<file path="config.mk">
export PLATFORM = sky130hd
export DESIGN_NAME = pattern_gen_ctrl
export DESIGN_NICKNAME = d
export VERILOG_FILES = /design/src/pattern_gen_pkg.sv /design/src/pattern_gen_ctrl.sv
export SDC_FILE = /design/constraint.sdc
export NUM_CORES = 1
export LEC_CHECK = 0
export BUFFER_PORTS_ARGS = -buffer_cell sky130_fd_sc_hd__buf_2
export CAP_MARGIN = 15
export CORE_ASPECT_RATIO = 1.5
export CORE_MARGIN = 1
export CORE_UTILIZATION = 62
export DETAILED_ROUTE_END_ITERATION = 10
export HOLD_SLACK_MARGIN = 0.03
export PLACE_DENSITY_LB_ADDON = 0.15
export SLEW_MARGIN = 20
export SYNTH_ARGS = -nofsm -noshare
export SYNTH_HDL_FRONTEND = slang
export SYNTH_SLANG_ARGS = --single-unit
export TNS_END_PERCENT = 20
</file>
<file path="constraint.sdc">
create_clock -name ref_clk -period 7.05 [get_ports ref_clk]
set_clock_uncertainty 0.05 [all_clocks]
set_input_delay 0.705 -clock ref_clk [delete_from_list [all_inputs] [get_ports ref_clk]]
set_output_delay 0.705 -clock ref_clk [all_outputs]
set_load 0.01 [all_outputs]
</file>
<file path="src/pattern_gen_pkg.sv">
// Purpose: Shared constants and types for the video test pattern control.
// Assumes: 8-bit register bus, 24-bit RGB pixels.
// Notes: Register offsets are byte addresses on the plain register port.
package pattern_gen_pkg;

  // Register offsets.
  localparam logic [7:0] ctrl_addr = 8'h64;
  localparam logic [7:0] cfg_addr = 8'h65;
  localparam logic [7:0] frame_time_addr = 8'h69;
  localparam logic [7:0] status_addr = 8'h6a;

  // Reset values.
  localparam logic [7:0] ctrl_reset = 8'h10;
  localparam logic [1:0] cfg_reset = 2'h0;
  localparam logic [7:0] frame_time_reset = 8'h3c;

  // Configuration field positions.
  localparam int cfg_invert_bit = 1;
  localparam int cfg_scroll_bit = 0;

  // Pattern codes.
  localparam logic [3:0] code_white = 4'h1;
  localparam logic [3:0] code_black = 4'h2;
  localparam logic [3:0] code_red = 4'h3;
  localparam logic [3:0] code_green = 4'h4;
  localparam logic [3:0] code_blue = 4'h5;
  localparam logic [3:0] code_hramp_white = 4'h6;
  localparam logic [3:0] code_hramp_red = 4'h7;
  localparam logic [3:0] code_hramp_green = 4'h8;
  localparam logic [3:0] code_hramp_blue = 4'h9;
  localparam logic [3:0] code_vramp_white = 4'ha;
  localparam logic [3:0] code_vramp_red = 4'hb;
  localparam logic [3:0] code_vramp_green = 4'hc;
  localparam logic [3:0] code_vramp_blue = 4'hd;
  localparam logic [3:0] code_quadrant = 4'he;
  localparam logic [3:0] code_first = 4'h1;

  // Ramp and band steps per pixel or per line.
  localparam logic [15:0] ramp_step = 16'h0100;
  localparam logic [15:0] bar_step = 16'h0008;
  localparam logic [15:0] band_step = 16'h0004;
  localparam int checker_bit = 3;

  typedef struct packed {
    logic [3:0] fixed_pattern_select;
    logic compliance_pattern_enable;
    logic colour_bar_enable;
    logic quadrant_band_reverse;
    logic pattern_generator_enable;
  } ctrl_t;

  typedef struct packed {
    logic [7:0] r;
    logic [7:0] g;
    logic [7:0] b;
  } rgb_t;

  typedef struct packed {
    logic de;
    logic hs;
    logic vs;
    rgb_t pix;
  } video_t;

endpackage

</file>
<file path="src/pattern_gen_ctrl.sv">
// Purpose: Test pattern generator control and pixel source for video output.
// Assumes: All inputs synchronous to ref_clk; frame_start marks each frame.
// Notes: Generated pixels replace received video while the generator runs.
//
// Contract
// RULE_01 - Generator runs while enable bit is 1, stops when it is 0.
// RULE_02 - Software powers down loop-through transmitter before enabling.
// RULE_03 - Control register reads 0x10 after reset.
// RULE_04 - Select field bits 7-4 chosen only without auto scrolling.
// RULE_05 - Ramps spread evenly over active width or height.
// RULE_06 - Each code gives one colour, or its complement when inverted.
// RULE_07 - Codes 1-5: white, black, red, green, blue solid fields.
// RULE_08 - Codes 6-9: horizontal ramps black to white, red, green, blue.
// RULE_09 - Code 10: vertical ramp black to white.
// RULE_10 - Software avoids reserved codes 0000 and 1111.
// RULE_11 - Compliance bit 3 forces compliance pattern, ignoring select.
// RULE_12 - Colour bar bit 2 gives eight bars white to black.
// RULE_13 - Band reverse bit 1 reorders quadrant bands.
// RULE_14 - Inversion bit inverts every generated colour.
// RULE_15 - Auto scroll steps pattern after programmed frame count.
// RULE_16 - Codes 11-13: vertical ramps black to red, green, blue.
// RULE_17 - Compliance beats colour bars, colour bars beat select field.
//
// Our own choice: the address-and-strobe port.
`timescale 1ns/100ps
module pattern_gen_ctrl
#(
  parameter int H_ACTIVE = 640,
  parameter int V_ACTIVE = 480
)
(
  // Clock and reset.
  input wire logic ref_clk,
  input wire logic rst_n,
  // Register port.
  input wire logic [7:0] reg_addr,
  input wire logic [7:0] reg_wdata,
  input wire logic reg_wr,
  input wire logic reg_rd,
  output logic [7:0] reg_rdata,
  // Received video and frame marker.
  input wire pattern_gen_pkg::video_t rx_video,
  input wire logic frame_start,
  // Video output.
  output pattern_gen_pkg::video_t tx_video
);

  localparam logic [15:0] h_width = 16'(H_ACTIVE);
  localparam logic [15:0] v_height = 16'(V_ACTIVE);

  // Register state.
  pattern_gen_pkg::ctrl_t ctrl_reg, ctrl_next;
  logic [1:0] cfg_reg, cfg_next;
  logic [7:0] frame_time_reg, frame_time_next;
  logic [7:0] rdata_reg, rdata_next;
  // Scroll state.
  logic [3:0] scroll_code_reg, scroll_code_next;
  logic [7:0] frame_cnt_reg, frame_cnt_next;
  // Raster state.
  logic de_prev_reg, de_prev_next;
  logic [15:0] hramp_acc_reg, hramp_acc_next;
  logic [7:0] hramp_reg, hramp_next;
  logic [15:0] bar_acc_reg, bar_acc_next;
  logic [2:0] bar_reg, bar_next;
  logic [15:0] vramp_acc_reg, vramp_acc_next;
  logic [7:0] vramp_reg, vramp_next;
  logic [15:0] band_acc_reg, band_acc_next;
  logic [1:0] band_reg, band_next;
  logic [3:0] x_reg, x_next;
  logic [3:0] y_reg, y_next;
  // Output state.
  pattern_gen_pkg::video_t video_reg, video_next;

  logic invert;
  logic scroll;
  logic [3:0] code;
  pattern_gen_pkg::rgb_t colour;

  assign invert = cfg_reg[pattern_gen_pkg::cfg_invert_bit];
  assign scroll = cfg_reg[pattern_gen_pkg::cfg_scroll_bit];
  assign reg_rdata = rdata_reg;
  assign tx_video = video_reg;

  // Register file and read-back.
  always_comb
  begin
    ctrl_next = ctrl_reg;
    cfg_next = cfg_reg;
    frame_time_next = frame_time_reg;
    rdata_next = 8'h00;
    if (reg_wr)
    begin
      unique case (reg_addr)
        pattern_gen_pkg::ctrl_addr: ctrl_next = reg_wdata;
        pattern_gen_pkg::cfg_addr: cfg_next = reg_wdata[1:0];
        pattern_gen_pkg::frame_time_addr: frame_time_next = reg_wdata;
        default: ;
      endcase
    end
    if (reg_rd)
    begin
      unique case (reg_addr)
        pattern_gen_pkg::ctrl_addr: rdata_next = ctrl_reg;
        pattern_gen_pkg::cfg_addr: rdata_next = {6'h00, cfg_reg};
        pattern_gen_pkg::frame_time_addr: rdata_next = frame_time_reg;
        pattern_gen_pkg::status_addr:
          rdata_next = {code, 3'h0, ctrl_reg.pattern_generator_enable};
        default: rdata_next = 8'h00;
      endcase
    end
  end

  always_ff @(posedge ref_clk or negedge rst_n)
  begin
    if (!rst_n)
    begin
      ctrl_reg <= pattern_gen_pkg::ctrl_reset; // RULE_03
      cfg_reg <= pattern_gen_pkg::cfg_reset;
      frame_time_reg <= pattern_gen_pkg::frame_time_reset;
      rdata_reg <= 8'h00;
    end
    else
    begin
      ctrl_reg <= ctrl_next;
      cfg_reg <= cfg_next;
      frame_time_reg <= frame_time_next;
      rdata_reg <= rdata_next;
    end
  end

  // Auto scroll walks codes 1 to 14, the last being the quadrant bands.
  always_comb
  begin
    scroll_code_next = scroll_code_reg;
    frame_cnt_next = frame_cnt_reg;
    if (!scroll)
    begin
      scroll_code_next = pattern_gen_pkg::code_first; // RULE_15
      frame_cnt_next = 8'h00;
    end
    else if (frame_start)
    begin
      // A frame time of zero behaves as one frame.
      if (frame_cnt_reg + 8'h01 >= frame_time_reg)
      begin
        frame_cnt_next = 8'h00;
        if (scroll_code_reg == pattern_gen_pkg::code_quadrant)
          scroll_code_next = pattern_gen_pkg::code_first; // RULE_15
        else
          scroll_code_next = scroll_code_reg + 4'h1; // RULE_15
      end
      else
        frame_cnt_next = frame_cnt_reg + 8'h01;
    end
  end

  always_ff @(posedge ref_clk or negedge rst_n)
  begin
    if (!rst_n)
    begin
      scroll_code_reg <= pattern_gen_pkg::code_first;
      frame_cnt_reg <= 8'h00;
    end
    else
    begin
      scroll_code_reg <= scroll_code_next;
      frame_cnt_reg <= frame_cnt_next;
    end
  end

  assign code = scroll ? scroll_code_reg
                       : ctrl_reg.fixed_pattern_select; // RULE_04

  // Raster position held as error accumulators so that ramps, bars and
  // bands divide the active area evenly without a divider.
  always_comb
  begin
    de_prev_next = rx_video.de;
    hramp_acc_next = hramp_acc_reg;
    hramp_next = hramp_reg;
    bar_acc_next = bar_acc_reg;
    bar_next = bar_reg;
    vramp_acc_next = vramp_acc_reg;
    vramp_next = vramp_reg;
    band_acc_next = band_acc_reg;
    band_next = band_reg;
    x_next = x_reg;
    y_next = y_reg;
    if (rx_video.de)
    begin
      x_next = x_reg + 4'h1;
      hramp_acc_next = hramp_acc_reg + pattern_gen_pkg::ramp_step;
      if (hramp_acc_next >= h_width)
      begin
        hramp_acc_next = hramp_acc_next - h_width; // RULE_05
        hramp_next = hramp_reg + 8'h01;
      end
      bar_acc_next = bar_acc_reg + pattern_gen_pkg::bar_step;
      if (bar_acc_next >= h_width)
      begin
        bar_acc_next = bar_acc_next - h_width;
        bar_next = bar_reg + 3'h1;
      end
    end
    else if (de_prev_reg)
    begin
      x_next = 4'h0;
      hramp_acc_next = 16'h0000;
      hramp_next = 8'h00;
      bar_acc_next = 16'h0000;
      bar_next = 3'h0;
      y_next = y_reg + 4'h1;
      vramp_acc_next = vramp_acc_reg + pattern_gen_pkg::ramp_step;
      if (vramp_acc_next >= v_height)
      begin
        vramp_acc_next = vramp_acc_next - v_height; // RULE_05
        vramp_next = vramp_reg + 8'h01;
      end
      band_acc_next = band_acc_reg + pattern_gen_pkg::band_step;
      if (band_acc_next >= v_height)
      begin
        band_acc_next = band_acc_next - v_height;
        band_next = band_reg + 2'h1;
      end
    end
    if (frame_start)
    begin
      vramp_acc_next = 16'h0000;
      vramp_next = 8'h00;
      band_acc_next = 16'h0000;
      band_next = 2'h0;
      y_next = 4'h0;
    end
  end

  always_ff @(posedge ref_clk or negedge rst_n)
  begin
    if (!rst_n)
    begin
      de_prev_reg <= 1'b0;
      hramp_acc_reg <= 16'h0000;
      hramp_reg <= 8'h00;
      bar_acc_reg <= 16'h0000;
      bar_reg <= 3'h0;
      vramp_acc_reg <= 16'h0000;
      vramp_reg <= 8'h00;
      band_acc_reg <= 16'h0000;
      band_reg <= 2'h0;
      x_reg <= 4'h0;
      y_reg <= 4'h0;
    end
    else
    begin
      de_prev_reg <= de_prev_next;
      hramp_acc_reg <= hramp_acc_next;
      hramp_reg <= hramp_next;
      bar_acc_reg <= bar_acc_next;
      bar_reg <= bar_next;
      vramp_acc_reg <= vramp_acc_next;
      vramp_reg <= vramp_next;
      band_acc_reg <= band_acc_next;
      band_reg <= band_next;
      x_reg <= x_next;
      y_reg <= y_next;
    end
  end

  // Pattern colour before inversion.
  always_comb
  begin
    colour = '0;
    if (ctrl_reg.compliance_pattern_enable)
    begin
      // Black and white checkerboard of 8 by 8 pixel squares.
      if (x_reg[pattern_gen_pkg::checker_bit]
          ^ y_reg[pattern_gen_pkg::checker_bit])
        colour = '1; // RULE_11 RULE_17
    end
    else if (ctrl_reg.colour_bar_enable)
    begin
      unique case (bar_reg) // RULE_12 RULE_17
        3'h0: colour = {8'hff, 8'hff, 8'hff};
        3'h1: colour = {8'hff, 8'hff, 8'h00};
        3'h2: colour = {8'h00, 8'hff, 8'hff};
        3'h3: colour = {8'h00, 8'hff, 8'h00};
        3'h4: colour = {8'hff, 8'h00, 8'hff};
        3'h5: colour = {8'hff, 8'h00, 8'h00};
        3'h6: colour = {8'h00, 8'h00, 8'hff};
        3'h7: colour = {8'h00, 8'h00, 8'h00};
      endcase
    end
    else
    begin
      unique case (code) // RULE_06
        pattern_gen_pkg::code_white: colour = '1; // RULE_07
        pattern_gen_pkg::code_black: colour = '0; // RULE_07
        pattern_gen_pkg::code_red: colour.r = 8'hff; // RULE_07
        pattern_gen_pkg::code_green: colour.g = 8'hff; // RULE_07
        pattern_gen_pkg::code_blue: colour.b = 8'hff; // RULE_07
        pattern_gen_pkg::code_hramp_white:
          colour = {hramp_reg, hramp_reg, hramp_reg}; // RULE_08
        pattern_gen_pkg::code_hramp_red: colour.r = hramp_reg; // RULE_08
        pattern_gen_pkg::code_hramp_green: colour.g = hramp_reg; // RULE_08
        pattern_gen_pkg::code_hramp_blue: colour.b = hramp_reg; // RULE_08
        pattern_gen_pkg::code_vramp_white:
          colour = {vramp_reg, vramp_reg, vramp_reg}; // RULE_09
        pattern_gen_pkg::code_vramp_red: colour.r = vramp_reg; // RULE_16
        pattern_gen_pkg::code_vramp_green: colour.g = vramp_reg; // RULE_16
        pattern_gen_pkg::code_vramp_blue: colour.b = vramp_reg; // RULE_16
        pattern_gen_pkg::code_quadrant:
        begin
          // Bands from the top: yellow, cyan, blue, red, or blue, cyan, yellow, red when reversed.
          unique case ({ctrl_reg.quadrant_band_reverse, band_reg}) // RULE_13
            3'h0: colour = {8'hff, 8'hff, 8'h00};
            3'h1: colour = {8'h00, 8'hff, 8'hff};
            3'h2: colour = {8'h00, 8'h00, 8'hff};
            3'h3: colour = {8'hff, 8'h00, 8'h00};
            3'h4: colour = {8'h00, 8'h00, 8'hff};
            3'h5: colour = {8'h00, 8'hff, 8'hff};
            3'h6: colour = {8'hff, 8'hff, 8'h00};
            3'h7: colour = {8'hff, 8'h00, 8'h00};
          endcase
        end
        // Reserved codes give black; software must not use them.
        default: colour = '0; // RULE_10
      endcase
    end
  end

  // Output stage: one cycle of latency for both paths.
  always_comb
  begin
    video_next = rx_video;
    if (ctrl_reg.pattern_generator_enable) // RULE_01
    begin
      if (!rx_video.de)
        video_next.pix = '0;
      else if (invert)
        video_next.pix = ~colour; // RULE_14
      else
        video_next.pix = colour; // RULE_14
    end
  end

  always_ff @(posedge ref_clk or negedge rst_n)
  begin
    if (!rst_n)
      video_reg <= '0;
    else
      video_reg <= video_next;
  end

endmodule

</file>
==> impl.org <==
** Status
- Result of the run :: finished clean

** Logic synthesis
- The cell area that synthesis handed to floorplanning was 0.009168 sq mm.
- Of the post-synthesis cell area, the dominant cell type holds 36.85%.
- Synthesized-area fraction occupied by ao, oa, aoi and oai cells :: 18.12%
- Counting flops and latches in the post-synthesis netlist gives 141.
- Share of async-settable or async-resettable flops after synthesis :: 100.0%
- The share of the Yosys chip area taken by registers is 38.57%.
- For this run, the leading register cell type out of synthesis is sky130_fd_sc_hd__dfrtp_1.
- Of the total synthesized cell area, the portion taken by AND, OR, NAND and NOR gates is 19.97%.
- sky130_fd_sc_hd__dfrtp_1 takes more of the synthesized area than any other cell.
- By count the netlist is led by sky130_fd_sc_hd__dfrtp_1 (135), sky130_fd_sc_hd__nand2_1 (115), sky130_fd_sc_hd__nor2_1 (81), sky130_fd_sc_hd__o21ai_0 (70), sky130_fd_sc_hd__nand3_1 (60).
- When the netlist entered floorplanning its net count stood at 1,118.
- After Yosys synthesis, XOR and XNOR cells account for 7.261% of the synthesized area.
- Count of warnings emitted by yosys :: 0
- Mux contribution to synthesized area :: 7.370%
- Number of library cell types mapped by synthesis :: 77
- Synthesis produced 1,043 cells.
- Count of flip-flops with a built-in enable after synthesis :: 0
- Synth area leaders :: sky130_fd_sc_hd__dfrtp_1 (37%), sky130_fd_sc_hd__nand2_1 (4.7%), sky130_fd_sc_hd__mux2_2 (4.4%), sky130_fd_sc_hd__xnor2_1 (4.3%), sky130_fd_sc_hd__o21ai_0 (3.8%)
- Largest family of logic cells by synthesized area :: simple AND/OR/NAND/NOR gates
- Cell with the most instances after synthesis :: sky130_fd_sc_hd__dfrtp_1
- Synthesized area per cell :: 8.790 sq um
- Post-synthesis share of cell area spent on full adders, half adders and majority gates :: 3.685%

** Worst setup path
- In this run the critical register-to-register path is captured at band_acc_reg[10].
- The most critical setup path has its endpoint at band_acc_reg[10].
- Number of cells on the worst reg-to-reg path :: 8
- WP data required :: 7.30 ns
- Setup Crit Path Kind :: reg2reg
- Critical path endpoint category :: flip-flop
- Data arrival time of the critical path :: 3.93 ns
- Highest net fanout along the worst path :: 14
- For flop-to-flop paths, the worst setup slack is 3.37 ns.
- Launch point of the worst path :: band_acc_reg[2]
- In this run the critical register-to-register path is launched from band_acc_reg[2].
- CP Cell Sequence :: ha_1, nand4_1, nor4_1, nand3_1, a21boi_1, a21boi_0, o41ai_1, mux2_2
- STA classifies the critical path startpoint as a flip-flop.
- Slowest stage delay, CP :: 0.82 ns
- The slowest stage of the critical path is the sky130_fd_sc_hd__a21boi_1 cell.

** Timing
- In the post-route analysis, the smallest setup slack over all paths is 3.371 ns.
- The number of hold violations in the final report came to 0.
- Finish-stage setup viols :: 0
- Measured slew at the worst slew-check pin :: 1.086 ns
- The number of pins exceeding their max-slew limit in the final report is 0.
- Based on the critical path, the design can be clocked at up to 0.2718 GHz.
- Across all hold checks on the routed design, the worst slack comes to 0.2601 ns.
- Final critical-path share of the clock period :: 52.18%
- In this run the tightest slew margin relative to its limit is 26.96%.
- The smallest clock period supported by the final layout is computed as 3.679 ns.
- Unrepaired setup endpoints after global routing :: false
- Sum of negative setup slack :: 0 ns

** Routing
- Number of design-rule violations left by the first detailed-router iteration :: 441
- Number of routed nets with antenna violations :: 0
- Detailed-route via count :: 7,904
- For this run, design rule violations remaining after detail routing come to 0.
- After detailed routing, the total wire length is 21.29 mm.
- In the routed layout, each cell is associated on average with a via count of 6.094.
- Dividing the detail-routed wire length by the instance count gives 16.41 microns.
- The first TritonRoute pass finished after 9 iterations.

** Global route
- Met1 routing resource usage after global routing :: 33.68%
- Number of global-route vias before repair :: 7,271
- GRT overflow :: 0
- Met3 GRT Util :: 4.153%
- GRT busiest layer :: met2
- Global routing consumed, over all layers together, 28.40% of the routing resources.
- Pin count of the biggest net entering global routing :: 77
- Global routing consumed, on the met2 layer, 51.53% of the routing resources.
- Initial antenna violation count :: 0
- The first global-routing pass estimated 34.22 mm of wire.

** CTS
- Counting every sink on the clock net gives 141.
- Number of buffers inserted during clock tree synthesis :: 17
- In this run the deepest clock path goes through 2 buffers.
- TritonCTS built the clock tree.
- Clock root buffer :: sky130_fd_sc_hd__clkbuf_16
- Number of resized instances in the post-cts repair step :: 0
- CTS H-Tree Depth :: 4
- Clock-pin slew on the worst setup and hold paths :: 0.07 ns
- Insertion delay to the later sink of the worst-skew pair :: 0.42 ns
- Hold Buf Count CTS :: 0
- Post-CTS Repair Setup Buffers :: 0

** Layout
- Final #Nets :: 1,163
- Layout cells sized above 1 :: 15.99%
- The register with the most flip-flops in the layout has 27 of them.
- After the flow finishes, the layout carries non-filler instances totaling 1,297.
- The area growth from synthesis to layout is 10.92%.
- 0 antenna diodes ended up in the layout.

** Floorplan
- The die covers 0.01529 sq mm.
- During I/O placement, the number of pins put on the boundary was 83.
- After floorplanning, the core was sized to cover 0.01453 sq mm.
- From bottom edge to top edge, the die measures 150.9 microns.
- The floorplan has 54 rows.
- The die is 101.3 microns wide.
- Starting density of the core :: 63.11%

** Placement
- Placed Cells :: 1,265
- Port buffering added 82 buffers.
- DPL Wire Length :: 14.77 mm
- The congestion estimate from routability-driven global placement came to 0.9237.
- Post-placement worst setup slack :: 3.102 ns

** Power and ir drop
- Power density over the cells :: 270.5 mW/mm^2
- Total leakage power :: 4.485 nW
- VDD sags by at most 0.1640 mV.

** Job
- Reported max-cap violation count :: 0

** Hold path
- Hold Path Class :: in2async
[per-stage QoR]
step / power [mW] / util (%) / cell area (sq um)
after detailed placement: 1.861 / 65.92 / 9575
after global routing: 2.921 / 70.00 / 10170
after CTS: 2.756 / 70.00 / 10170
final: 2.750 / 70.00 / 10170
after floorplan: 1.684 / - / 9168
after global placement: 1.842 / 65.92 / 9575
[logic make-up (layout without fill, tap and decap cells)]
logic type	after synthesis	after routing
AOI/OAI and AO/OA	252	252
xor gates and xnor gates	76	76
adders and majority gates	27	27
buffers and inverters	107	165
DFF	141	141
muxes	63	63
and+or+nand+nor	377	377
[worst min-delay path by stage]
| stage | from | cells past startpoint | to | slack [ns] |
|---|---|---|---|---|
| CTS | rst_n | 1 | vramp_acc_reg[12] | 0.29 |
| global placement | frame_cnt_reg[7] | 2 | frame_cnt_reg[7] | 0.44 |
| finish | rst_n | 1 | bar_acc_reg[10] | 0.26 |
| global route | rst_n | 1 | bar_acc_reg[12] | 0.32 |
| floorplan | rst_n | 0 | band_acc_reg[10] | 0.36 |
| detailed placement | frame_cnt_reg[7] | 2 | frame_cnt_reg[7] | 0.45 |
[worst max-delay path: cells and delay by family, from the launching register on]
family                   cells  cell delay [ns]
AO/OA/AOI/OAI                3             1.41
adder cells (fa/ha/maj)      1             0.33
flip-flops                   1             0.46
multiplexers                 1             0.37
AND/OR/NAND/NOR              3             0.92
[cell type report]
cell class	count	area (sq um)
multi-input cells	795	5171
fillers	1160	4358
flip-flops and latches	141	3536
repair buffers	86	446.7
clock buffers	17	425.4
well taps	196	245.2
inverters	47	176.4
clock inverters	15	167.7
[layer usage]
layer	vias to the layer above	wire, microns
met5	-	0
met4	0	435
met3	48	778
met2	201	11460
met1	3806	8617
li1	3849	-
[power breakdown]
group | switching, mW | internal (mW)
sequential | 0.172 | 0.910
combinational | 0.438 | 0.342
clock | 0.409 | 0.479
total | 1.02 | 1.73
[cell usage in the layout, fill, tap and decap left out, drive strengths merged, types with 31 or more instances in the layout]
cell type  instances
buf               86
xnor2             45
mux2              36
a21oi             36
o21ai             71
xor2              31
nand3             61
dfrtp            135
nor2              81
nand2            115
inv               58
Power figures use the tool's default switching activity.
